### config.mk
export PLATFORM = sky130hd
export DESIGN_NAME = legacy_route_remap_decode
export DESIGN_NICKNAME = d
export VERILOG_FILES = /design/src/legacy_route_pkg.sv /design/src/legacy_route_remap_decode.sv
export SDC_FILE = /design/constraint.sdc
export NUM_CORES = 1
export LEC_CHECK = 0
export ABC_AREA = 1
export ABC_CLOCK_PERIOD_IN_PS = 2800
export BUFFER_PORTS_ARGS = -buffer_cell sky130_fd_sc_hd__buf_2
export CORE_MARGIN = 2
export CORE_UTILIZATION = 25
export DETAILED_ROUTE_END_ITERATION = 8
export HOLD_SLACK_MARGIN = 0.08
export PLACE_DENSITY = 0.53
export SYNTH_ARGS = -nofsm -noshare
export SYNTH_HDL_FRONTEND = slang
export SYNTH_SLANG_ARGS = --single-unit
### constraint.sdc
create_clock -name sys_clk -period 2.8 [get_ports sys_clk]
set_clock_uncertainty 0.1 [all_clocks]
set_input_delay 0.28 -clock sys_clk [delete_from_list [all_inputs] [get_ports sys_clk]]
set_output_delay 0.28 -clock sys_clk [all_outputs]
set_load 0.01 [all_outputs]
### src/legacy_route_pkg.sv
// Package for the legacy route and remap decode block.
// Assumes a single-clock hub core with byte-addressed config space.
package legacy_route_pkg;

  // ---------------------------------------------------------------
  // Config register offsets, widths and resets
  // ---------------------------------------------------------------
  localparam logic [7:0] REMAP_LOW_OFS = 8'h98;
  localparam logic [7:0] REMAP_HIGH_OFS = 8'h9a;
  localparam int BOUND_W = 10;
  localparam int BOUND_LSB = 0;
  localparam logic [15:0] REMAP_LOW_RST = 16'h03ff;
  localparam logic [15:0] REMAP_HIGH_RST = 16'h0000;
  localparam int ADDR_W = 36;
  localparam int WIN_LSB = 26;

  // ---------------------------------------------------------------
  // Mono adapter and VGA ranges
  // ---------------------------------------------------------------
  localparam logic [19:0] MONO_MEM_LO = 20'hb0000;
  localparam logic [19:0] MONO_MEM_HI = 20'hb7fff;
  localparam logic [9:0] MONO_IO_A = 10'h3b4;
  localparam logic [9:0] MONO_IO_B = 10'h3b5;
  localparam logic [9:0] MONO_IO_C_LO = 10'h3b8;
  localparam logic [9:0] MONO_IO_C_HI = 10'h3bf;
  localparam logic [9:0] VGA_IO_LO = 10'h3c0;
  localparam logic [9:0] VGA_IO_HI = 10'h3df;
  localparam logic [19:0] VGA_MEM_LO = 20'ha0000;
  localparam logic [19:0] VGA_MEM_HI = 20'hbffff;

  // Route target
  typedef enum logic {
    DEST_SOUTH_LINK,
    DEST_GFX_PORT
  } dest_t;

  // Incoming host cycle
  typedef struct packed {
    logic valid;
    logic is_io;
    logic [ADDR_W-1:0] addr;
    logic [3:0] byte_en;
  } host_cyc_t;

  // Decode result
  typedef struct packed {
    logic valid;
    logic legacy_hit;
    dest_t dest;
    logic remap_hit;
  } route_res_t;

  // Config write/read port
  typedef struct packed {
    logic wr;
    logic rd;
    logic [7:0] ofs;
    logic [15:0] wdata;
  } cfg_req_t;

endpackage : legacy_route_pkg

### src/legacy_route_remap_decode.sv
// Overview of operation
// - Mono mem B0000-B7FFF; I/O 3B4, 3B5, 3B8-3BF; bits 15:10 ignored.
// - Mono-present and VGA enable together choose where mono cycles go; here mono cycles go to south link in every setting.
// - I/O cycle touching any mono port or alias goes to south link.
// - Both bits 0: all mono and VGA references go to south link.
// - Both bits 1: mono references go to south link.
// - Low bound is 10 bits in 9:0, address 35:26, inclusive.
// - Low bound compared with address 25:0 as zeros.
// - Window disabled when low bound exceeds high bound.
// - High bound is 10 bits in 9:0, address 35:26, inclusive.
// - High bound compared with address 25:0 as ones.
// - Window disabled when high bound below low bound.
// - Low bound resets to 3FFh, window starts disabled.
// - High bound resets to zero.
//
// Top of the legacy route / remap decoder; one decode per cycle.
// Assumes the host side presents one cycle per clock, no back-pressure.
`timescale 1ns/1ps

module legacy_route_remap_decode (
  input wire logic sys_clk,
  input wire logic rst,
  input wire logic vga_route_enable,
  input wire logic mono_adapter_present,
  input wire legacy_route_pkg::cfg_req_t cfg_req,
  input wire legacy_route_pkg::host_cyc_t host_cyc,
  output logic [15:0] cfg_rdata,
  output logic cfg_rvalid,
  output legacy_route_pkg::route_res_t route_res,
  output logic remap_win_enabled
);

  // ---------------------------------------------------------------
  // State
  // ---------------------------------------------------------------
  typedef struct packed {
    logic [legacy_route_pkg::BOUND_W-1:0] low_bound;
    logic [legacy_route_pkg::BOUND_W-1:0] high_bound;
    logic [15:0] rdata;
    logic rvalid;
    legacy_route_pkg::route_res_t res;
    logic win_en;
  } state_t;

  state_t s_q;
  state_t s_d;

  // ---------------------------------------------------------------
  // Combinational decode
  // ---------------------------------------------------------------
  logic [9:0] io_low10;
  logic [3:0] io_port_hit;
  logic mono_io;
  logic mono_mem;
  logic vga_space;
  logic win_on;
  logic [legacy_route_pkg::BOUND_W-1:0] addr_hi;
  logic [35:0] win_base;
  logic [35:0] win_top;

  // Byte lanes of an I/O cycle; aliases drop address bits 15:10
  assign io_low10 = {host_cyc.addr[9:2], 2'b00};

  // One compare per enabled byte lane
  for (genvar i = 0; i < 4; i++) begin : g_lane
    logic [9:0] port;
    assign port = io_low10 | 10'(i);
    assign io_port_hit[i] = host_cyc.byte_en[i] &&
      (port == legacy_route_pkg::MONO_IO_A ||
       port == legacy_route_pkg::MONO_IO_B ||
       (port >= legacy_route_pkg::MONO_IO_C_LO &&
        port <= legacy_route_pkg::MONO_IO_C_HI));
  end

  // Any touched mono lane claims the whole cycle
  assign mono_io = host_cyc.is_io && (|io_port_hit);

  assign mono_mem = !host_cyc.is_io &&
    host_cyc.addr[35:20] == 16'h0000 &&
    host_cyc.addr[19:0] >= legacy_route_pkg::MONO_MEM_LO &&
    host_cyc.addr[19:0] <= legacy_route_pkg::MONO_MEM_HI;

  // VGA window, used to flag and steer legacy graphics references
  assign vga_space = host_cyc.is_io ?
    (host_cyc.addr[9:0] >= legacy_route_pkg::VGA_IO_LO &&
     host_cyc.addr[9:0] <= legacy_route_pkg::VGA_IO_HI) :
    (host_cyc.addr[35:20] == 16'h0000 &&
     host_cyc.addr[19:0] >= legacy_route_pkg::VGA_MEM_LO &&
     host_cyc.addr[19:0] <= legacy_route_pkg::VGA_MEM_HI);

  // Full-width bounds: low pads zeros, high pads ones
  assign win_base = {s_q.low_bound, 26'h0000000};
  assign win_top = {s_q.high_bound, 26'h3ffffff};
  assign addr_hi = host_cyc.addr[35:26];

  // Crossed bounds close the window
  assign win_on = !(s_q.low_bound > s_q.high_bound);

  always_comb begin
    s_d = s_q;
    s_d.rvalid = 1'b0;
    s_d.win_en = win_on;
    // Config writes take the low ten bits; reserved bits stay zero
    if (cfg_req.wr) begin
      if (cfg_req.ofs == legacy_route_pkg::REMAP_LOW_OFS) begin
        s_d.low_bound = cfg_req.wdata[legacy_route_pkg::BOUND_W-1:0];
      end
      if (cfg_req.ofs == legacy_route_pkg::REMAP_HIGH_OFS) begin
        s_d.high_bound = cfg_req.wdata[legacy_route_pkg::BOUND_W-1:0];
      end
    end
    // Reads show stored bounds; unmapped offsets read zero
    if (cfg_req.rd) begin
      s_d.rvalid = 1'b1;
      case (cfg_req.ofs)
        legacy_route_pkg::REMAP_LOW_OFS: s_d.rdata = {6'h00, s_q.low_bound};
        legacy_route_pkg::REMAP_HIGH_OFS:
          s_d.rdata = {6'h00, s_q.high_bound};
        default: s_d.rdata = 16'h0000;
      endcase
    end
    // Route decode; mixed settings (undefined) send VGA space outside mono memory to graphics port
    s_d.res.valid = host_cyc.valid;
    s_d.res.legacy_hit = host_cyc.valid && (mono_io || mono_mem || vga_space);
    s_d.res.dest = legacy_route_pkg::DEST_SOUTH_LINK;
    if (mono_io) begin
      s_d.res.dest = legacy_route_pkg::DEST_SOUTH_LINK;
    end else if (!vga_route_enable && !mono_adapter_present) begin
      s_d.res.dest = legacy_route_pkg::DEST_SOUTH_LINK;
    end else if (vga_route_enable && mono_adapter_present) begin
      // Mono to south link, VGA to graphics port
      s_d.res.dest = (mono_mem) ? legacy_route_pkg::DEST_SOUTH_LINK :
        (vga_space ? legacy_route_pkg::DEST_GFX_PORT :
         legacy_route_pkg::DEST_SOUTH_LINK);
    end else if (vga_space && !mono_mem) begin
      s_d.res.dest = legacy_route_pkg::DEST_GFX_PORT;
    end
    s_d.res.remap_hit = host_cyc.valid && !host_cyc.is_io && win_on &&
      addr_hi >= s_q.low_bound && addr_hi <= s_q.high_bound;
  end

  // ---------------------------------------------------------------
  // Registers
  // ---------------------------------------------------------------
  always_ff @(posedge sys_clk) begin
    if (rst) begin
      s_q <= '0;
      s_q.low_bound <= legacy_route_pkg::REMAP_LOW_RST[9:0];
      s_q.high_bound <= legacy_route_pkg::REMAP_HIGH_RST[9:0];
    end else begin
      s_q <= s_d;
    end
  end

  assign cfg_rdata = s_q.rdata;
  assign cfg_rvalid = s_q.rvalid;
  assign route_res = s_q.res;
  assign remap_win_enabled = s_q.win_en;

  // ---------------------------------------------------------------
  // Assertions
  // ---------------------------------------------------------------
  property p_mono_io_south;
    @(posedge sys_clk) disable iff (rst)
    (host_cyc.valid && mono_io) |=>
      route_res.dest == legacy_route_pkg::DEST_SOUTH_LINK;
  endproperty
  a_mono_io_south: assert property (p_mono_io_south)
    else $error("mono I/O cycle not sent to south link");

  property p_both_off_south;
    @(posedge sys_clk) disable iff (rst)
    (host_cyc.valid && !vga_route_enable && !mono_adapter_present) |=>
      route_res.dest == legacy_route_pkg::DEST_SOUTH_LINK;
  endproperty
  a_both_off_south: assert property (p_both_off_south)
    else $error("legacy cycle left south link with both bits clear");

  property p_both_on_mono;
    @(posedge sys_clk) disable iff (rst)
    (host_cyc.valid && vga_route_enable && mono_adapter_present &&
     mono_mem) |=> route_res.dest == legacy_route_pkg::DEST_SOUTH_LINK;
  endproperty
  a_both_on_mono: assert property (p_both_on_mono)
    else $error("mono memory not on south link");

  property p_vga_gfx;
    @(posedge sys_clk) disable iff (rst)
    (host_cyc.valid && vga_route_enable && mono_adapter_present &&
     vga_space && !mono_mem && !mono_io) |=>
      route_res.dest == legacy_route_pkg::DEST_GFX_PORT;
  endproperty
  a_vga_gfx: assert property (p_vga_gfx)
    else $error("VGA cycle not on graphics port");

  property p_reset_bounds;
    @(posedge sys_clk) $past(rst) |->
      s_q.low_bound == 10'h3ff && s_q.high_bound == 10'h000 && !win_on;
  endproperty
  a_reset_bounds: assert property (p_reset_bounds)
    else $error("bounds wrong after reset");

  property p_high_reset;
    @(posedge sys_clk) (rst ##1 !rst && !cfg_req.wr) |=>
      s_q.high_bound == 10'h000;
  endproperty
  a_high_reset: assert property (p_high_reset)
    else $error("high bound not zero after reset");

  property p_low_write;
    @(posedge sys_clk) disable iff (rst)
    (cfg_req.wr && cfg_req.ofs == legacy_route_pkg::REMAP_LOW_OFS) |=>
      s_q.low_bound == $past(cfg_req.wdata[9:0]);
  endproperty
  a_low_write: assert property (p_low_write)
    else $error("low bound write lost");

  property p_high_write;
    @(posedge sys_clk) disable iff (rst)
    (cfg_req.wr && cfg_req.ofs == legacy_route_pkg::REMAP_HIGH_OFS) |=>
      s_q.high_bound == $past(cfg_req.wdata[9:0]);
  endproperty
  a_high_write: assert property (p_high_write)
    else $error("high bound write lost");

  property p_crossed_no_hit;
    @(posedge sys_clk) disable iff (rst)
    (s_q.low_bound > s_q.high_bound) |=> !route_res.remap_hit;
  endproperty
  a_crossed_no_hit: assert property (p_crossed_no_hit)
    else $error("remap hit while bounds crossed");

  property p_edges_hit;
    @(posedge sys_clk) disable iff (rst)
    (host_cyc.valid && !host_cyc.is_io && win_on &&
     (host_cyc.addr == win_base || host_cyc.addr == win_top)) |=>
      route_res.remap_hit;
  endproperty
  a_edges_hit: assert property (p_edges_hit)
    else $error("window edge address missed");

  property p_hit_in_range;
    @(posedge sys_clk) disable iff (rst)
    route_res.remap_hit |-> $past(addr_hi) >= $past(s_q.low_bound) &&
      $past(addr_hi) <= $past(s_q.high_bound) && $past(win_on);
  endproperty
  a_hit_in_range: assert property (p_hit_in_range)
    else $error("remap hit outside window");

  property p_alias_match;
    @(posedge sys_clk) disable iff (rst)
    (host_cyc.valid && host_cyc.is_io && host_cyc.addr[9:0] == 10'h3b4 &&
     host_cyc.byte_en[0]) |=> route_res.legacy_hit;
  endproperty
  a_alias_match: assert property (p_alias_match)
    else $error("mono port alias not decoded");

  property p_mono_mem_south;
    @(posedge sys_clk) disable iff (rst)
    (host_cyc.valid && !host_cyc.is_io && host_cyc.addr[35:15] == 21'h16)
      |=> route_res.legacy_hit &&
      route_res.dest == legacy_route_pkg::DEST_SOUTH_LINK;
  endproperty
  a_mono_mem_south: assert property (p_mono_mem_south)
    else $error("mono memory range not decoded to south link");

  property p_low_read;
    @(posedge sys_clk) disable iff (rst)
    (cfg_req.rd && cfg_req.ofs == legacy_route_pkg::REMAP_LOW_OFS) |=>
      cfg_rvalid && cfg_rdata == {6'h00, $past(s_q.low_bound)};
  endproperty
  a_low_read: assert property (p_low_read)
    else $error("low bound read back wrong");

  property p_high_read;
    @(posedge sys_clk) disable iff (rst)
    (cfg_req.rd && cfg_req.ofs == legacy_route_pkg::REMAP_HIGH_OFS) |=>
      cfg_rvalid && cfg_rdata == {6'h00, $past(s_q.high_bound)};
  endproperty
  a_high_read: assert property (p_high_read)
    else $error("high bound read back wrong");

  property p_win_flag;
    @(posedge sys_clk) disable iff (rst)
    1'b1 |=> remap_win_enabled ==
      ($past(s_q.low_bound) <= $past(s_q.high_bound));
  endproperty
  a_win_flag: assert property (p_win_flag)
    else $error("window flag disagrees with bounds");

  c_remap_hit: cover property (@(posedge sys_clk) disable iff (rst)
    route_res.remap_hit);
  c_gfx_route: cover property (@(posedge sys_clk) disable iff (rst)
    route_res.valid && route_res.dest == legacy_route_pkg::DEST_GFX_PORT);
  c_mono_io: cover property (@(posedge sys_clk) disable iff (rst)
    host_cyc.valid && mono_io);
  c_window_open: cover property (@(posedge sys_clk) disable iff (rst)
    remap_win_enabled);

endmodule : legacy_route_remap_decode

==> results.sh <==
export IMPL_outcome="complete, no violations"
export IMPL_hold_start="cfg_req[0]"
export IMPL_antenna_found_initial=0
export IMPL_ys_ff_latch=36
export IMPL_hpwl_um=5130
export IMPL_syn_to_final_growth_pct=17.34
export IMPL_final_cell_count_no_fill=574
export IMPL_final_antenna_net_count=0
export IMPL_grt_pass1_wl_um=10770
export IMPL_r2r_end="route_res[0]"
export IMPL_final_min_clock_period_ps=1739
export IMPL_firstDrtPassIters=4
export IMPL_antennaDiodeCount=0
export IMPL_start_util_pct=25.79
export IMPL_routed_wirelength_um=6455
export IMPL_holdBufCountCts=0
export IMPL_gp_congestion=0.7876
export IMPL_reg2reg_depth=9
export IMPL_worstHoldPathCells=3
export IMPL_ys_seq_area_share_pct=28.46
export IMPL_fin_crit_sh_pct=62.10
export IMPL_drtIter0Drc=90
export IMPL_yosysUniqueCellTypes=25
export IMPL_grt_max_degree=24
export IMPL_clock_latency_ps=290
export IMPL_grt_usage_pct=12.11
export IMPL_fillers=1112
export IMPL_clock_path_buffers=2
export IMPL_io_buffers=74
export IMPL_grt_pass1_vias=2313
export IMPL_crit_path_max_incr_delay_ps=430
export IMPL_hold_violations=0
export IMPL_fp_dieH_um=104.6
export IMPL_syn_instance_count=384
export IMPL_core_sq_um=9819
export IMPL_h_tree_depth=2
export IMPL_avgRoutedWirePerCell_um=11.25
export IMPL_die_w_um=104.6
export IMPL_leakage_uw=0.001651
export IMPL_irDropWorstVdd_v=0.0002031
export IMPL_synth_top_area_share_pct=28.46
export IMPL_synthesis_area_sq_um=2532
export IMPL_clk_pin_slew_ps=80
export IMPL_post_cts_buffers=0
export IMPL_grt_ovfl_total=0
export IMPL_drv_slew=0
export IMPL_clkSinkCount=36
export IMPL_crit_fanout=11
export IMPL_avgSynthCellArea_sq_um=6.595
export IMPL_drc=0
export IMPL_cts_resized_gates=0
export IMPL_cts_made_buffers=5
export IMPL_place_inst=566
export IMPL_dr_total_vias=2414
export IMPL_path_class="in -> reg"
export IMPL_ioPinCount=94
export IMPL_hp_class="in -> reg"
export IMPL_setup_tns_ps=0
export IMPL_crit_top_cell="nand2_1"
export IMPL_cp_required_ps=2930
export IMPL_r2r_setup_slack_ps=1210
export IMPL_start_kind="primary input"
export IMPL_cts_tree="done"
export IMPL_layout_nets=542
export IMPL_fp_dieArea_sq_um=10950
export IMPL_synthTopCellsByArea="dfxtp_1 (28%), nand2_1 (16%), ha_1 (15%)"
export IMPL_p_per_area_nw_per_um2=359.1
export IMPL_rows=36
export IMPL_startpoint="cfg_req[18]"
export IMPL_cp_slowest_cell="and2_1"
export IMPL_yosysWarnings=0
export IMPL_setup_viol=0
export IMPL_crit_chain="buf_2, inv_1, nand2_1, nor3_1, and2_1, nand2_1, inv_2, nand2_1, nand3_1"
export IMPL_rsz0062_at_grt="false"
export IMPL_cp_end_kind="flip-flop"
export IMPL_crit_arrival_ps=1870
export IMPL_drv_max_cap_violation_count=0
export IMPL_min_to="s_q[32]"
export IMPL_r2r_start="s_q[27]"
export IMPL_clock_root_buffer="clkbuf_8"
export IMPL_synth_top_area_cell="dfxtp_1"
export IMPL_avgViaCountPerCell=4.206
export IMPL_drive_gt1_share_pct=19.95
export IMPL_fmax_ghz=0.5751
registers in the layout, summed over array words and instances, names as in the netlist:
register / flops
s_q: 20
cfg_rdata: 10
route_res: 4
cfg_rvalid: 1
remap_win_enabled: 1
worst max-delay path by stage:
stage	to	slack, ps	cells after the start
2_1_floorplan	route_res[0]	1410	9
3_3_place_gp	s_q[38]	780	9
3_5_place_dp	s_q[34]	740	9
4_1_cts	s_q[34]	1050	9
5_1_grt	s_q[36]	900	7
6_report	s_q[34]	1060	9
logic make-up (layout without fill, tap and decap cells):
family                     count (synthesis)  after routing  synth area share, %
buffers and inverters                     84            136                16.25
and+or+nand+nor                          208            208                34.98
DFF                                       36             36                28.46
adders and majority gates                 30             30                14.82
other                                      1              6               0.1481
AOI/OAI and AO/OA                         25             25                5.336
cell usage after synthesis:
master	count
dfxtp_1	36
o21ai_0	2
inv_2	1
nor3_2	2
nor3_1	2
buf_4	21
buf_2	2
nand4_1	5
or3b_2	1
and2_4	1
nor2_1	48
nand3_1	38
buf_6	2
nand2_2	1
conb_1	1
ha_1	30
a21oi_1	19
o21a_1	1
o21bai_1	1
inv_1	53
clkbuf_1	5
nand2_1	105
nand3b_1	4
a21o_1	2
and2_1	1
worst max-delay path: cells and delay by family:
| family | cells | cell delay (ps) |
|---|---|---|
| buffers and inverters | 3 | 430 |
| AND/OR/NAND/NOR | 6 | 1140 |
placed cells by master (no fill, tap or decap):
master / count
buf_2: 74
dfxtp_1: 36
or3b_2: 1
nor3_1: 2
clkinv_2: 2
conb_1: 6
nand4_1: 5
ha_1: 30
a21o_1: 2
and2_4: 1
a21oi_1: 19
inv_1: 53
o21bai_1: 1
nand3b_1: 4
nor2_1: 48
nand3_1: 38
o21a_1: 1
nor3_2: 2
o21ai_0: 2
clkbuf_8: 6
inv_2: 1
nand2_2: 1
nand2_1: 105
and2_1: 1
through the flow:
step	cell area, sq um	worst slack (ps)	hold WS, ps	utilization, %	total power, uW
after global placement	2879	780.3	366.9	29.32	684.3
final	2972	1061	99.29	30.26	1067
after CTS	2972	1050	95.67	30.26	1081
after detailed placement	2879	740.8	370.5	29.32	687.1
after floorplan	2551	1411	293.2	-	627.9
after global routing	2972	904.2	104.3	30.26	1127
metal layers:
layer | vias up | GRT usage (%) | wire (um)
met5 | - | 0 | 0
met4 | 0 | 3.333 | 51
met3 | 5 | 2.682 | 410
met2 | 72 | 20.54 | 3008
met1 | 1050 | 15.44 | 2985
li1 | 1287 | - | -
where the power goes:
part | total, uW | internal, uW | switching (uW) | leakage (uW)
clock network | 395 | 197 | 198 | 0.0000510
logic | 148 | 63.6 | 83.9 | 0.00131
registers | 525 | 521 | 3.91 | 0.000293
final cells by class:
class / instances / area [sq um] / share of cell area [%]
flip-flops and latches: 36 / 720.7 / 24.25
well taps: 133 / 166.4 / 5.600
inverters: 54 / 202.7 / 6.821
clock buffers: 6 / 82.58 / 2.779
multi-input cells: 269 / 1419 / 47.75
repair buffers: 74 / 370.4 / 12.46
clock inverters: 2 / 10.01 / 0.3368
Note: power is estimated with default switching activity, not from simulation.
